==> src/verilog/fmw_pkg.sv <==
package fmw_pkg;

  // --------------------------------------------------------------------------
  // Timing
  // --------------------------------------------------------------------------
  localparam int CLK_PERIOD_NS = 8;
  localparam int FLT_PULSE_NS  = 50000;
  localparam int FLT_PULSE_CYC = (FLT_PULSE_NS + CLK_PERIOD_NS - 1) / CLK_PERIOD_NS;
  localparam int DIAG_STEP_NS  = 1000;
  localparam int DIAG_STEP_CYC = (DIAG_STEP_NS + CLK_PERIOD_NS - 1) / CLK_PERIOD_NS;
  localparam int WD_STEP_NS    = 1000000;
  localparam int WD_STEP_CYC   = (WD_STEP_NS + CLK_PERIOD_NS - 1) / CLK_PERIOD_NS;
  localparam int NUM_CH        = 12;

  // --------------------------------------------------------------------------
  // Register map
  // --------------------------------------------------------------------------
  localparam logic [7:0] ADDR_CTRL  = 8'h00;
  localparam logic [7:0] ADDR_FLAGS = 8'h04;
  localparam logic [7:0] ADDR_STAT  = 8'h08;

  localparam int CTRL_POR_CLR = 0;
  localparam int CTRL_ERR_CLR = 1;
  localparam int CTRL_WD_LSB  = 4;
  localparam int CTRL_DPW_LSB = 8;
  localparam int CTRL_LST_LSB = 12;
  localparam int FLG_OPEN_LSB = 8;
  localparam int STAT_FS_BIT  = 2;
  localparam int STAT_CND_LSB = 4;

  localparam logic [3:0] WD_PERIOD_RST = 4'h8;
  localparam logic [3:0] WD_OFF        = 4'h0;
  localparam logic [3:0] WD_NV_DIRECT  = 4'hf;
  localparam logic [3:0] DPW_RST       = 4'h3;
  localparam logic [7:0] LST_RST       = 8'h40;

  // --------------------------------------------------------------------------
  // Types
  // --------------------------------------------------------------------------
  typedef enum logic [1:0] {ST_POR, ST_INIT, ST_NORMAL, ST_FAILSAFE} fmw_state_t;

  typedef struct packed {
    logic undervoltage_lockout;
    logic tsd2;
    logic tsd1;
    logic twarn;
    logic uv;
    logic bias;
    logic low_supply;
  } fmw_cond_t;

  typedef struct packed {
    logic any_out;
    logic overtemp;
    logic twarn;
    logic bias;
    logic uv;
    logic low_supply;
    logic err;
    logic por;
  } fmw_flags_t;

  typedef struct packed {
    logic valid;
    logic crc_ok;
    logic addr_match;
    logic broadcast;
  } fmw_frame_t;

endpackage : fmw_pkg

==> src/verilog/fmw_pulse_timer.sv <==
`timescale 1ns/1ps
module fmw_pulse_timer #(
  parameter int CYC = 6250
) (
  // Clock and reset
  input  wire logic clk_i,
  input  wire logic reset_i,
  // Trigger and pulse
  input  wire logic start_i,
  output logic      busy_o
);
  localparam int W = $clog2(CYC + 1);

  if (CYC < 1) begin : g_bad_cyc
    $error("CYC must be at least 1");
  end

  logic [W-1:0] cnt_ff;
  logic [W-1:0] nxt_cnt;

  // --------------------------------------------------------------------------
  // Counter
  // --------------------------------------------------------------------------
  // Retrigger restarts the full width so every event gets its whole pulse
  always_comb begin
    nxt_cnt = cnt_ff;
    if (start_i) begin
      nxt_cnt = W'(CYC);
    end else if (cnt_ff != '0) begin
      nxt_cnt = cnt_ff - W'(1);
    end
  end

  always_ff @(posedge clk_i) begin
    if (reset_i) begin
      cnt_ff <= '0;
    end else begin
      cnt_ff <= nxt_cnt;
    end
  end

  assign busy_o = (cnt_ff != '0);

endmodule : fmw_pulse_timer

==> src/verilog/fmw_open_det.sv <==
`timescale 1ns/1ps
module fmw_open_det #(
  parameter int N    = 12,
  parameter int STEP = 125
) (
  // Clock and reset
  input  wire logic         clk_i,
  input  wire logic         reset_i,
  // Channel sense
  input  wire logic [N-1:0] on_i,
  input  wire logic [N-1:0] low_i,
  input  wire logic         inhibit_i,
  input  wire logic [3:0]   dpw_i,
  // Results
  output logic      [N-1:0] evt_o,
  output logic      [N-1:0] ok_o
);
  localparam int W = $clog2(16 * STEP + 2);

  if (N < 1 || STEP < 1) begin : g_bad_param
    $error("N and STEP must be at least 1");
  end

  logic [W-1:0] limit;
  assign limit = W'(({1'b0, dpw_i} + 5'h1) * STEP);

  // --------------------------------------------------------------------------
  // Per-channel deglitch
  // --------------------------------------------------------------------------
  for (genvar i = 0; i < N; i++) begin : g_ch
    logic [W-1:0] bad_ff, good_ff, nxt_bad, nxt_good;
    logic         rep_ff, nxt_rep, ok_ff, nxt_ok;

    always_comb begin
      nxt_bad  = '0;
      nxt_good = '0;
      nxt_rep  = rep_ff;
      nxt_ok   = ok_ff;
      evt_o[i] = 1'b0;
      if (on_i[i] && !inhibit_i) begin
        if (low_i[i]) begin
          nxt_ok  = 1'b0;
          nxt_bad = (bad_ff > limit) ? bad_ff : bad_ff + W'(1);
          if (bad_ff == limit && !rep_ff) begin
            evt_o[i] = 1'b1;
            nxt_rep  = 1'b1;
          end
        end else begin
          nxt_good = (good_ff > limit) ? good_ff : good_ff + W'(1);
          if (good_ff == limit) begin
            nxt_ok  = 1'b1;
            nxt_rep = 1'b0;
          end
        end
      end
    end

    always_ff @(posedge clk_i) begin
      if (reset_i) begin
        bad_ff  <= '0;
        good_ff <= '0;
        rep_ff  <= 1'b0;
        ok_ff   <= 1'b0;
      end else begin
        bad_ff  <= nxt_bad;
        good_ff <= nxt_good;
        rep_ff  <= nxt_rep;
        ok_ff   <= nxt_ok;
      end
    end

    assign ok_o[i] = ok_ff;
  end

endmodule : fmw_open_det

==> src/verilog/fmw_top.sv <==
// Implementation choices: the register addresses and register access over AHB-Lite.
`timescale 1ns/1ps
// Function
// - Lockout enters power-on state; recovery gives init with power-on and error flags
// - Writing 1 to clear bits clears power-on or error flag; bits self-clear
// - Low supply gives one 50 us fault pulse, sets low-supply and error flags
// - Low supply suppresses open detection and single-LED short diagnosis
// - Undervoltage sinks fault pin constantly, sets flags, disables all outputs
// - Outputs return above rising threshold; host clears flags with error clear
// - Bias resistor fault sinks fault pin constantly and sets bias and error flags
// - Bias recovery releases pin; host error clear then clears flags
// - Thermal warning gives 50 us pulse, sets flags; host clears after cooling
// - Overtemperature disables outputs, sinks pin, sets flags; resumes on cooling
// - Second overtemperature shuts down, sinks pin, sets power-on and error flags
// - Valid addressed non-broadcast frame with good checksum restarts watchdog
// - Watchdog overflow enters fail-safe state chosen by select pin
// - Four-bit period; zero disables; nonvolatile 0xf enters fail-safe directly
// - Open faults judged only in on-pulses longer than diagnostic width
// - No open detection or report while supply is low
// - Headroom low beyond width gives pulse, sets channel, any-output, error flags
// - Diagnostic pulse width comes from a four-bit field
module fmw_top
  import fmw_pkg::*;
#(
  parameter int PULSE_CYC = fmw_pkg::FLT_PULSE_CYC,
  parameter int WD_CYC    = fmw_pkg::WD_STEP_CYC,
  parameter int N         = fmw_pkg::NUM_CH
) (
  // Clock and reset
  input  wire logic               clk_i,
  input  wire logic               reset_i,
  // AHB-Lite slave
  input  wire logic               hsel_i,
  input  wire logic [31:0]        haddr_i,
  input  wire logic [1:0]         htrans_i,
  input  wire logic               hwrite_i,
  input  wire logic [2:0]         hsize_i,
  input  wire logic [31:0]        hwdata_i,
  input  wire logic               hready_i,
  output logic      [31:0]        hrdata_o,
  output logic                    hreadyout_o,
  output logic                    hresp_o,
  // Analog condition inputs
  input  wire fmw_pkg::fmw_cond_t cond_i,
  input  wire logic [N-1:0]       ch_on_i,
  input  wire logic [N-1:0]       ch_headroom_low_i,
  // Serial link frame status
  input  wire fmw_pkg::fmw_frame_t frame_i,
  input  wire logic               failsafe_select_pin_i,
  input  wire logic [3:0]         watchdog_period_nonvolatile_i,
  // Fault pin and device control
  output logic                    fault_pin_o,
  output logic                    fault_pin_oe_o,
  output logic                    outputs_enable_o,
  output logic                    suppress_diag_o,
  output logic [7:0]              low_supply_threshold_o,
  output logic                    failsafe_o,
  output logic                    failsafe_state_o
);
  import fmw_pkg::*;

  localparam int PW = $clog2(WD_CYC + 1);

  // Open flags share the flag word, so at most 24 channels fit
  if (N < 1 || N > 24 || PULSE_CYC < 1 || WD_CYC < 1) begin : g_bad_param
    $error("Bad parameters");
  end

  // --------------------------------------------------------------------------
  // Bus slave
  // --------------------------------------------------------------------------
  logic        act_ff, wr_ff, nxt_act, nxt_wr;
  logic [7:0]  addr_ff, nxt_addr;
  logic [31:0] rdata_ff, nxt_rdata;
  logic        power_on_clear_bit_ff, error_clear_bit_ff, nxt_power_on_clear_bit, nxt_error_clear_bit;
  logic [3:0]  wd_period_ff, nxt_wd_period;
  logic [3:0]  dpw_ff, nxt_dpw;
  logic [7:0]  lst_ff, nxt_lst;

  fmw_flags_t  flags_ff, nxt_flags;
  logic [N-1:0] open_ff, nxt_open;
  fmw_state_t  state_ff, nxt_state;
  logic        fs_sel_ff, nxt_fs_sel;
  logic        hold;

  // Lockout and shutdown act as an internal reset of the configuration
  assign hold = cond_i.undervoltage_lockout | cond_i.tsd2;

  always_comb begin
    nxt_act       = 1'b0;
    nxt_wr        = 1'b0;
    nxt_addr      = addr_ff;
    nxt_rdata     = rdata_ff;
    nxt_power_on_clear_bit   = 1'b0;
    nxt_error_clear_bit   = 1'b0;
    nxt_wd_period = wd_period_ff;
    nxt_dpw       = dpw_ff;
    nxt_lst       = lst_ff;
    if (hsel_i && hready_i && htrans_i[1]) begin
      nxt_act   = 1'b1;
      nxt_wr    = hwrite_i;
      nxt_addr  = haddr_i[7:0];
      nxt_rdata = '0;
      if (!hwrite_i) begin
        case (haddr_i[7:0])
          ADDR_CTRL: begin
            nxt_rdata[CTRL_WD_LSB +: 4]  = wd_period_ff;
            nxt_rdata[CTRL_DPW_LSB +: 4] = dpw_ff;
            nxt_rdata[CTRL_LST_LSB +: 8] = lst_ff;
          end
          ADDR_FLAGS: begin
            nxt_rdata[7:0]              = flags_ff;
            nxt_rdata[FLG_OPEN_LSB +: N] = open_ff;
          end
          ADDR_STAT: begin
            nxt_rdata[1:0]                = state_ff;
            nxt_rdata[STAT_FS_BIT]        = fs_sel_ff;
            nxt_rdata[STAT_CND_LSB +: 7]  = cond_i;
          end
          default: nxt_rdata = '0;
        endcase
      end
    end
    if (act_ff && wr_ff && addr_ff == ADDR_CTRL) begin
      nxt_power_on_clear_bit   = hwdata_i[CTRL_POR_CLR];
      nxt_error_clear_bit   = hwdata_i[CTRL_ERR_CLR];
      nxt_wd_period = hwdata_i[CTRL_WD_LSB +: 4];
      nxt_dpw       = hwdata_i[CTRL_DPW_LSB +: 4];
      nxt_lst       = hwdata_i[CTRL_LST_LSB +: 8];
    end
    if (hold) begin
      nxt_wd_period = WD_PERIOD_RST;
      nxt_dpw       = DPW_RST;
      nxt_lst       = LST_RST;
    end
  end

  always_ff @(posedge clk_i) begin
    if (reset_i) begin
      act_ff       <= 1'b0;
      wr_ff        <= 1'b0;
      addr_ff      <= '0;
      rdata_ff     <= '0;
      power_on_clear_bit_ff   <= 1'b0;
      error_clear_bit_ff   <= 1'b0;
      wd_period_ff <= WD_PERIOD_RST;
      dpw_ff       <= DPW_RST;
      lst_ff       <= LST_RST;
    end else begin
      act_ff       <= nxt_act;
      wr_ff        <= nxt_wr;
      addr_ff      <= nxt_addr;
      rdata_ff     <= nxt_rdata;
      power_on_clear_bit_ff   <= nxt_power_on_clear_bit;
      error_clear_bit_ff   <= nxt_error_clear_bit;
      wd_period_ff <= nxt_wd_period;
      dpw_ff       <= nxt_dpw;
      lst_ff       <= nxt_lst;
    end
  end

  // --------------------------------------------------------------------------
  // Open detection and pulse timer
  // --------------------------------------------------------------------------
  logic [N-1:0] open_evt, open_ok;
  logic         pulse_start, pulse_busy;
  logic         ls_q_ff, tw_q_ff;

  fmw_open_det #(
    .N    (N),
    .STEP (DIAG_STEP_CYC)
  ) u_open (
    .clk_i     (clk_i),
    .reset_i   (reset_i | hold),
    .on_i      (ch_on_i),
    .low_i     (ch_headroom_low_i),
    .inhibit_i (cond_i.low_supply),
    .dpw_i     (dpw_ff),
    .evt_o     (open_evt),
    .ok_o      (open_ok)
  );

  assign pulse_start = (cond_i.low_supply & ~ls_q_ff) | (cond_i.twarn & ~tw_q_ff)
                     | (|open_evt);

  fmw_pulse_timer #(
    .CYC (PULSE_CYC)
  ) u_pulse (
    .clk_i   (clk_i),
    .reset_i (reset_i | hold),
    .start_i (pulse_start),
    .busy_o  (pulse_busy)
  );

  // --------------------------------------------------------------------------
  // Flags
  // --------------------------------------------------------------------------
  fmw_flags_t set_f, clr_f;
  logic [N-1:0] open_clr;

  always_comb begin
    set_f            = '0;
    set_f.por        = hold | state_ff == ST_POR;
    set_f.low_supply = cond_i.low_supply;
    set_f.uv         = cond_i.uv;
    set_f.bias       = cond_i.bias;
    set_f.twarn      = cond_i.twarn;
    set_f.overtemp   = cond_i.tsd1;
    set_f.any_out    = |open_evt;
    set_f.err        = |set_f;

    clr_f            = '0;
    clr_f.por        = power_on_clear_bit_ff & ~hold;
    clr_f.low_supply = error_clear_bit_ff & ~cond_i.low_supply;
    clr_f.uv         = error_clear_bit_ff & ~cond_i.uv;
    clr_f.bias       = error_clear_bit_ff & ~cond_i.bias;
    clr_f.twarn      = error_clear_bit_ff & ~cond_i.twarn;
    clr_f.overtemp   = error_clear_bit_ff & ~cond_i.tsd1;
    open_clr         = {N{error_clear_bit_ff}} & (open_ok | {N{cond_i.low_supply}});
    clr_f.any_out    = error_clear_bit_ff & ~|(open_ff & ~open_clr);
    clr_f.err        = (error_clear_bit_ff | power_on_clear_bit_ff)
                     & ~|(flags_ff[7:2] & ~clr_f[7:2])
                     & ~(flags_ff.por & ~clr_f.por & ~error_clear_bit_ff);

    // Set wins over a clear in the same cycle
    nxt_flags = set_f | (flags_ff & ~clr_f);
    nxt_open  = open_evt | (open_ff & ~open_clr);
  end

  always_ff @(posedge clk_i) begin
    if (reset_i) begin
      flags_ff <= '0;
      open_ff  <= '0;
      ls_q_ff  <= 1'b0;
      tw_q_ff  <= 1'b0;
    end else begin
      flags_ff <= nxt_flags;
      open_ff  <= nxt_open;
      ls_q_ff  <= cond_i.low_supply;
      tw_q_ff  <= cond_i.twarn;
    end
  end

  // --------------------------------------------------------------------------
  // Device state and watchdog
  // --------------------------------------------------------------------------
  logic [PW-1:0] pre_ff, nxt_pre;
  logic [3:0]    unit_ff, nxt_unit;
  logic          kick, wd_ovf;

  assign kick = frame_i.valid & frame_i.crc_ok & frame_i.addr_match & ~frame_i.broadcast;

  always_comb begin
    nxt_pre    = pre_ff;
    nxt_unit   = unit_ff;
    nxt_state  = state_ff;
    nxt_fs_sel = fs_sel_ff;
    wd_ovf     = 1'b0;
    if (state_ff != ST_NORMAL || kick || wd_period_ff == WD_OFF) begin
      nxt_pre  = '0;
      nxt_unit = '0;
    end else if (pre_ff == PW'(WD_CYC - 1)) begin
      nxt_pre  = '0;
      nxt_unit = unit_ff + 4'h1;
      wd_ovf   = (unit_ff + 4'h1 == wd_period_ff);
    end else begin
      nxt_pre  = pre_ff + PW'(1);
    end
    case (state_ff)
      ST_POR:    nxt_state = ST_INIT;
      ST_INIT:   nxt_state = ST_NORMAL;
      ST_NORMAL: begin
        if (wd_ovf || watchdog_period_nonvolatile_i == WD_NV_DIRECT) begin
          nxt_state  = ST_FAILSAFE;
          nxt_fs_sel = failsafe_select_pin_i;
        end
      end
      ST_FAILSAFE: begin
        if (kick && watchdog_period_nonvolatile_i != WD_NV_DIRECT) begin
          nxt_state = ST_NORMAL;
        end
      end
      default: nxt_state = ST_POR;
    endcase
    if (hold) begin
      nxt_state = ST_POR;
    end
  end

  always_ff @(posedge clk_i) begin
    if (reset_i) begin
      state_ff  <= ST_POR;
      fs_sel_ff <= 1'b0;
      pre_ff    <= '0;
      unit_ff   <= '0;
    end else begin
      state_ff  <= nxt_state;
      fs_sel_ff <= nxt_fs_sel;
      pre_ff    <= nxt_pre;
      unit_ff   <= nxt_unit;
    end
  end

  // --------------------------------------------------------------------------
  // Registered outputs
  // --------------------------------------------------------------------------
  logic oe_ff, en_ff, sup_ff, fs_ff;

  always_ff @(posedge clk_i) begin
    if (reset_i) begin
      oe_ff  <= 1'b0;
      en_ff  <= 1'b0;
      sup_ff <= 1'b0;
      fs_ff  <= 1'b0;
    end else begin
      oe_ff  <= pulse_busy | cond_i.uv | cond_i.bias | cond_i.tsd1 | cond_i.tsd2;
      en_ff  <= (nxt_state == ST_NORMAL || nxt_state == ST_FAILSAFE)
                & ~cond_i.uv & ~cond_i.tsd1 & ~hold;
      sup_ff <= cond_i.low_supply;
      fs_ff  <= (nxt_state == ST_FAILSAFE);
    end
  end

  // Open-drain: the pin is only ever pulled low
  assign fault_pin_o            = 1'b0;
  assign fault_pin_oe_o         = oe_ff;
  assign outputs_enable_o       = en_ff;
  assign suppress_diag_o        = sup_ff;
  assign failsafe_o             = fs_ff;
  assign failsafe_state_o       = fs_sel_ff;
  assign low_supply_threshold_o = lst_ff;
  assign hrdata_o               = rdata_ff;
  assign hreadyout_o            = 1'b1;
  assign hresp_o                = 1'b0;

endmodule : fmw_top

==> config.mk <==
export PLATFORM = sky130hd
export DESIGN_NAME = fmw_top
export DESIGN_NICKNAME = d
export VERILOG_FILES = /design/src/verilog/fmw_pkg.sv /design/src/verilog/fmw_pulse_timer.sv /design/src/verilog/fmw_open_det.sv /design/src/verilog/fmw_top.sv
export SDC_FILE = /design/constraint.sdc
export NUM_CORES = 1
export LEC_CHECK = 0
export BUFFER_PORTS_ARGS = -buffer_cell sky130_fd_sc_hd__buf_2
export CORE_MARGIN = 4
export CORE_UTILIZATION = 50
export DETAILED_ROUTE_END_ITERATION = 7
export PLACE_DENSITY = 0.8
export SLEW_MARGIN = 20
export SYNTH_ARGS = -nofsm -noshare
export SYNTH_HDL_FRONTEND = slang
export SYNTH_SLANG_ARGS = --single-unit
==> constraint.sdc <==
create_clock -name clk_i -period 6.1 [get_ports clk_i]
set_input_delay 0.61 -clock clk_i [delete_from_list [all_inputs] [get_ports clk_i]]
set_output_delay 0.61 -clock clk_i [all_outputs]
set_load 0.02 [all_outputs]
==> Implementation_results.wiki, run 1 <==
{| class="wikitable"
! Metric !! Value
|-
| Run status || finished clean
|-
| Total gr overflow || 0
|-
| Mapped Cells || 2954
|-
| Port bufs || 104
|-
| Count of routing violations after the opening detailed-route iteration || 1632
|-
| Number of I/O pins || 162
|-
| Placed cell area || 0.0264 mm2
|-
| Flops & latches, synth || 398
|-
| Count of TritonRoute iterations in the first routing pass || 5
|-
| Most prevalent standard cell on the critical path || ha_1
|-
| Number of enable-type register cells in the synthesized netlist || 0
|-
| Initial Utilization || 50.5%
|-
| Worst setup EP type || register
|-
| Power per standard cell area || 197 mW/mm2
|-
| Layout cells sized above 1 || 10.9%
|-
| HPWL after detailed placement || 45000 um
|-
| Final Critical Period || 5.83 ns
|-
| Leak pwr || 11.0 nW
|-
| Max_slew headroom || 29.0%
|-
| Max-capacitance violation count || 0
|-
| Util after Layout || 57.6%
|-
| Slew at the pin with the worst max-slew slack || 1.06 ns
|-
| Share of Yosys cell area claimed by the top area cell type || 32.2%
|-
| Vias/cell || 5.97
|-
| Library cell occupying the most area in the post-synthesis netlist || dfxtp_1
|-
| Die area || 0.0531 mm2
|-
| Top-count cell post-synth || dfxtp_1
|-
| Total buffers and inverters traversed by the critical path || 5
|-
| Die extent in x || 230 um
|-
| Async set or reset register ratio after synthesis || 0%
|-
| Proportion of synthesized chip area in sequential cells || 32.2%
|-
| Path type of the worst min-delay path || primary input to register
|-
| Max VDD drop || 0.190 mV
|-
| Endpoint required time on the critical path || 6.57 ns
|-
| Vertical extent of the die || 230 um
|-
| Buffer depth of the longest clock path || 3
|-
| Number of clock sinks || 398
|-
| Unrepaired setup endpoints after global routing || true
|-
| Most used standard cells in the synthesized netlist || 398 x dfxtp_1, 308 x ha_1, 267 x nor2_1, 264 x nand2_1, 251 x a21oi_1
|-
| Number of buffers created by CTS || 42
|-
| Net count, final || 3534
|-
| Avg Cell Area, Syn || 8.37 um2
|-
| Data arrival time of the critical path || 6.30 ns
|-
| Gr usage total || 23.3%
|-
| Power after layout || 5.55 mW
|-
| Core Rows || 81
|-
| Final setup violating endpoints || 0
|-
| Highest achievable clock rate || 0.172 GHz
|-
| Maximum single-stage delay on the critical path || 0.53 ns
|-
| First-pass GRT wire length || 104000 um
|-
| Flip-flop cell with the highest count after synthesis || dfxtp_1
|-
| Period Utilization, post-route || 95.6%
|-
| Hold-fix buffer count after cts || 0
|-
| Global placement routability congestion || 0.918
|-
| Antenna violations before repair || 7
|-
| Fin area || 0.0282 mm2
|-
| Type of the setup path with the least slack || register to register
|-
| Relative area change from synthesis to final layout || 14.1%
|-
| Clock slew at reported path FFs || 0.06 ns
|-
| Startpoint kind of the worst setup timing path || register
|-
| Maximum number of pins on one net before global-route repair || 59
|-
| Area of the core region || 0.0490 mm2
|-
| Synthesis warning total || 0
|-
| Unique masters post-synth || 75
|-
| DRT Wirelength || 64600 um
|-
| Wire per inst || 17.0 um
|-
| Worst Clk Skew || 0.0238 ns
|-
| CP delay by family, top || adder cells
|-
| Number of routed nets with antenna violations || 0
|-
| Final Hold Violating Endpoints || 0
|-
| Total number of vias || 22700
|-
| Cell types with the largest area share after synthesis || dfxtp_1 32%, ha_1 16%, a21oi_1 5.1%, nor2_1 4.1%, nand2_1 4.0%
|-
| Clock tree root buffer cell || clkbuf_16
|-
| Number of H-tree levels || 2
|-
| Source-to-sink clock delay at the later pin of the worst-skew pair || 0.56 ns
|-
| Max-slew violation count || 0
|-
| Slowest CP cell || or4_1
|-
| DRC Markers || 0
|-
| TritonCTS clock tree || yes
|-
| Mapped cell area || 0.0247 mm2
|-
| Number of global-route vias before repair || 20800
|-
| Maximum fanout along the worst path || 16
|}
-- worst min-delay path, delay by kind of cell --
kind	cells	cell delay, ns
multiplexers	1	0.05
AND/OR/NAND/NOR	1	0.06
buffers and inverters	1	0.08
-- metal layers --
metal	track usage (%)	up-vias	wire length, um
li1	-	11200	-
met1	31.6	10700	28700
met2	37.8	619	29300
met3	4.12	140	4670
met4	7.26	8	1850
met5	0	-	45
-- registers in the layout, summed over array words and instances, names as in the netlist, 2 cells and up --
register,cells
hrdata_o,20
u_open.g_ch.ok_ff,12
dpw_ff,4
u_open.g_ch.rep_ff,12
addr_ff,8
open_ff,12
flags_ff,8
unit_ff,4
u_open.g_ch.bad_ff,132
pre_ff,17
low_supply_threshold_o,8
state_ff,2
u_pulse.cnt_ff,13
u_open.g_ch.good_ff,132
wd_period_ff,4
-- per-stage QoR --
step | TNS, ns | setup WS, ns | hold WS (ns) | instances
final | 0 | 0.270 | 0.274 | 3805
after CTS | 0 | 0.0154 | 0.256 | 3784
after detailed placement | -2.94 | -0.152 | 0.441 | 3710
after floorplan | 0 | 0.116 | 0.418 | 2968
after global placement | 0 | 0.00434 | 0.429 | 3710
after global routing | -0.0969 | -0.0310 | 0.275 | 3802
-- cell families after synthesis --
| group | count (synthesis) | synth area share, % |
|---|---|---|
| other cells | 2 | 0.0304 |
| compound gates | 731 | 18.5 |
| mux | 57 | 2.31 |
| xor+xnor | 119 | 4.22 |
| fa+ha+maj | 314 | 16.1 |
| buf+inv | 193 | 3.21 |
| flops | 398 | 32.2 |
| simple gates | 1140 | 23.4 |
-- area by class of cell --
| cell class | instances | area, um2 |
|---|---|---|
| Inverter | 103 | 387 |
| Clock inverter | 13 | 124 |
| Sequential cell | 398 | 7970 |
| Tap cell | 664 | 831 |
| Antenna cell | 5 | 12.5 |
| Timing Repair Buffer | 184 | 1220 |
| Fill cell | 4237 | 20700 |
| Clock buffer | 61 | 1300 |
| Multi-Input combinational cell | 2377 | 16400 |
-- cell usage in the layout (no fill, tap or decap), types with 65 or more instances in the layout --
master and n:
dfxtp_1 397, ha_1 307, nand2_1 264, nor2_1 264, a21oi_1 248, o21ai_0 185
nand3_1 104, nand4_1 104, buf_2 104, inv_1 101, or3_1 89, buf_4 71
xor2_1 65
-- power by group --
group	internal, mW	switching [mW]
Clock	1.56	1.09
Combinational	0.103	0.186
Sequential	2.61	0.00902
Total	4.27	1.28
-- timing repair --
item,CTS,global route
gates resized for setup,3,34
buffers inserted,0,15
endpoints found under the setup margin,54,181
endpoints found under the hold margin,0,0
pin swaps,1,15
cloned,0,1
-- worst paths after layout --
path | startpoint | end | slack (ns) | depth (start not counted)
worst max-delay path | dpw_ff[1]$_SDFFE_PP1P_ | u_open.g_ch[8].bad_ff[9]$_SDFFE_PP0P_ | 0.27 | 25
worst min-delay path | hwdata_i[18] | low_supply_threshold_o[6]$_SDFFE_PP1P_ | 0.27 | 3
worst max register to register | dpw_ff[1]$_SDFFE_PP1P_ | u_open.g_ch[8].bad_ff[9]$_SDFFE_PP0P_ | 0.27 | 25
worst min register to register | hrdata_o[17]$_SDFFE_PP0P_ | hrdata_o[17]$_SDFFE_PP0P_ | 0.45 | 2
No activity file was read; power rests on OpenSTA's default activity.
==> run 2: changes to the inputs <==
--- a/config.mk
+++ b/config.mk
@@ -10,6 +10,7 @@
 export CORE_UTILIZATION = 50
 export DETAILED_ROUTE_END_ITERATION = 7
 export PLACE_DENSITY = 0.8
+export RECOVER_POWER = 50
 export SLEW_MARGIN = 20
 export SYNTH_ARGS = -nofsm -noshare
 export SYNTH_HDL_FRONTEND = slang
==> run 2 against run 1 <==
Effect of this change: the run now ends with max-capacitance violations, max-slew violations left; cell count about the same; global-route usage unchanged; count of clock-buffer cells in the layout unchanged; cell area down 0.21%; combinational power about the same; register-to-register slack worse by 0.02 ns; die area unchanged; worst setup slack worse by 0.017 ns; largest power group unchanged.
==> Implementation_results.wiki, run 2 (synthesis gave the netlist of run 1 again) <==
{| class="wikitable"
! Metric !! Value
|-
| Number of I/O pins || 162
|-
| Relative area change from synthesis to final layout || 13.9%
|-
| Maximum fanout along the worst path || 16
|-
| Layout cells sized above 1 || 9.76%
|-
| Global placement routability congestion || 0.918
|-
| Gr usage total || 23.3%
|-
| Final Critical Period || 5.85 ns
|-
| Maximum number of pins on one net before global-route repair || 59
|-
| Initial Utilization || 50.5%
|-
| Buffer depth of the longest clock path || 3
|-
| DRC Markers || 0
|-
| Power per standard cell area || 197 mW/mm2
|-
| Maximum single-stage delay on the critical path || 0.53 ns
|-
| Flip-flop and latch area || 0.00797 mm2
|-
| Endpoint required time on the critical path || 6.57 ns
|-
| Run status || finished with violations
|-
| Final Hold Violating Endpoints || 0
|-
| Vertical extent of the die || 230 um
|-
| Post-route non-filler standard cell count || 3803
|-
| Clock tree root buffer cell || clkbuf_16
|-
| Number of global-route vias before repair || 20800
|-
| Number of routed nets with antenna violations || 0
|-
| Number of buffers created by CTS || 42
|-
| Wire per inst || 17.0 um
|-
| Clock slew at reported path FFs || 0.06 ns
|-
| Count of routing violations after the opening detailed-route iteration || 1714
|-
| Area of the core region || 0.0490 mm2
|-
| Power after layout || 5.55 mW
|-
| Final setup violating endpoints || 0
|-
| Total number of vias || 22700
|-
| Antenna violations before repair || 7
|-
| Max VDD drop || 0.190 mV
|-
| Die area || 0.0531 mm2
|-
| Type of the setup path with the least slack || register to register
|-
| Max-slew violation count || 59
|-
| Net count, final || 3534
|-
| Worst Clk Skew || 0.0237 ns
|-
| Total gr overflow || 0
|-
| Max-capacitance violation count || 1
|-
| Placed Cells incl. Taps || 3710
|-
| Source-to-sink clock delay at the later pin of the worst-skew pair || 0.56 ns
|-
| Core Rows || 81
|-
| TritonCTS clock tree || yes
|-
| Data arrival time of the critical path || 6.31 ns
|-
| Number of H-tree levels || 2
|-
| Die extent in x || 230 um
|-
| Number of clock sinks || 398
|-
| First-pass GRT wire length || 104000 um
|-
| Port bufs || 104
|-
| Slowest CP cell || or4_1
|-
| Highest achievable clock rate || 0.171 GHz
|-
| DRT Wirelength || 64500 um
|-
| Leak pwr || 10.8 nW
|-
| Most prevalent standard cell on the critical path || ha_1
|-
| Failing checks || max-capacitance violations, max-slew violations
|-
| Path type of the worst min-delay path || primary input to register
|-
| Unrepaired setup endpoints after global routing || true
|-
| Slew at the pin with the worst max-slew slack || 2.79 ns
|-
| Startpoint kind of the worst setup timing path || register
|-
| HPWL after detailed placement || 45000 um
|-
| Count of TritonRoute iterations in the first routing pass || 6
|-
| Multi-input gate area || 0.0164 mm2
|-
| Fillers || 4260
|-
| Worst setup EP type || register
|-
| Period Utilization, post-route || 95.9%
|-
| Most common cell after layout, fill and taps aside || dfxtp_1
|-
| Leading cell types in the layout, fill and taps excluded || 397 x dfxtp_1, 307 x ha_1, 264 x nand2_1, 264 x nor2_1, 248 x a21oi_1
|-
| Vias/cell || 5.97
|-
| Max_slew headroom || -85.8%
|}
## run 2: per-stage QoR
stage | hold WS (ns) | setup TNS, ns | area, um2 | util (%) | setup slack, ns
floorplan | 0.418 | 0 | 24800 | - | 0.116
global placement | 0.429 | 0 | 26400 | 53.9 | 0.00434
detailed placement | 0.441 | -2.94 | 26400 | 53.9 | -0.152
CTS | 0.256 | 0 | 27800 | 56.9 | 0.0154
global route | 0.276 | -0.0969 | 28100 | 57.5 | -0.0310
finish | 0.277 | 0 | 28200 | 57.5 | 0.253
## run 2: final timing paths
path | slack, ns | startpoint | cells past startpoint | end
setup / recovery | 0.25 | dpw_ff[1]$_SDFFE_PP1P_ | 25 | u_open.g_ch[8].bad_ff[9]$_SDFFE_PP0P_
hold / removal | 0.28 | hwdata_i[18] | 3 | low_supply_threshold_o[6]$_SDFFE_PP1P_
setup reg to reg | 0.25 | dpw_ff[1]$_SDFFE_PP1P_ | 25 | u_open.g_ch[8].bad_ff[9]$_SDFFE_PP0P_
hold reg to reg | 0.45 | u_open.g_ch[9].rep_ff$_SDFFE_PP0P_ | 2 | u_open.g_ch[9].rep_ff$_SDFFE_PP0P_
## run 2: final cells by class
class | instances | area share (%)
Clock buffer | 61 | 4.60
Antenna cell | 3 | 0.0267
Inverter | 103 | 1.37
Tap cell | 664 | 2.95
Multi-Input combinational cell | 2377 | 58.2
Sequential cell | 398 | 28.3
Timing Repair Buffer | 184 | 4.15
Clock inverter | 13 | 0.440
## run 2: layer usage
metal	GRT usage, %	vias to the layer above	routed length [um]
met5	0	-	42
met4	7.26	8	1860
met3	4.12	139	4650
met2	37.8	646	29300
met1	31.6	10700	28700
li1	-	11200	-
## run 2: critical path, delay by kind of cell, from the launching register on
kind	cells	cell delay, ns
AO/OA/AOI/OAI	8	1.28
AND/OR/NAND/NOR	6	1.57
buffers and inverters	5	0.58
flip-flops	1	0.32
XOR/XNOR	1	0.11
adder cells (fa/ha/maj)	5	1.90
## run 2: power breakdown
| group | switching [mW] | internal [mW] |
|---|---|---|
| registers | 0.00901 | 2.61 |
| clock network | 1.08 | 1.56 |
| logic | 0.186 | 0.103 |
## run 2: repair_timing
action	4_1_cts	5_1_grt
hold buffers	0	0
cloned	0	1
endpoints found under the setup margin	54	181
gates resized for setup	3	34
buffers inserted	0	15
pin swaps	1	15
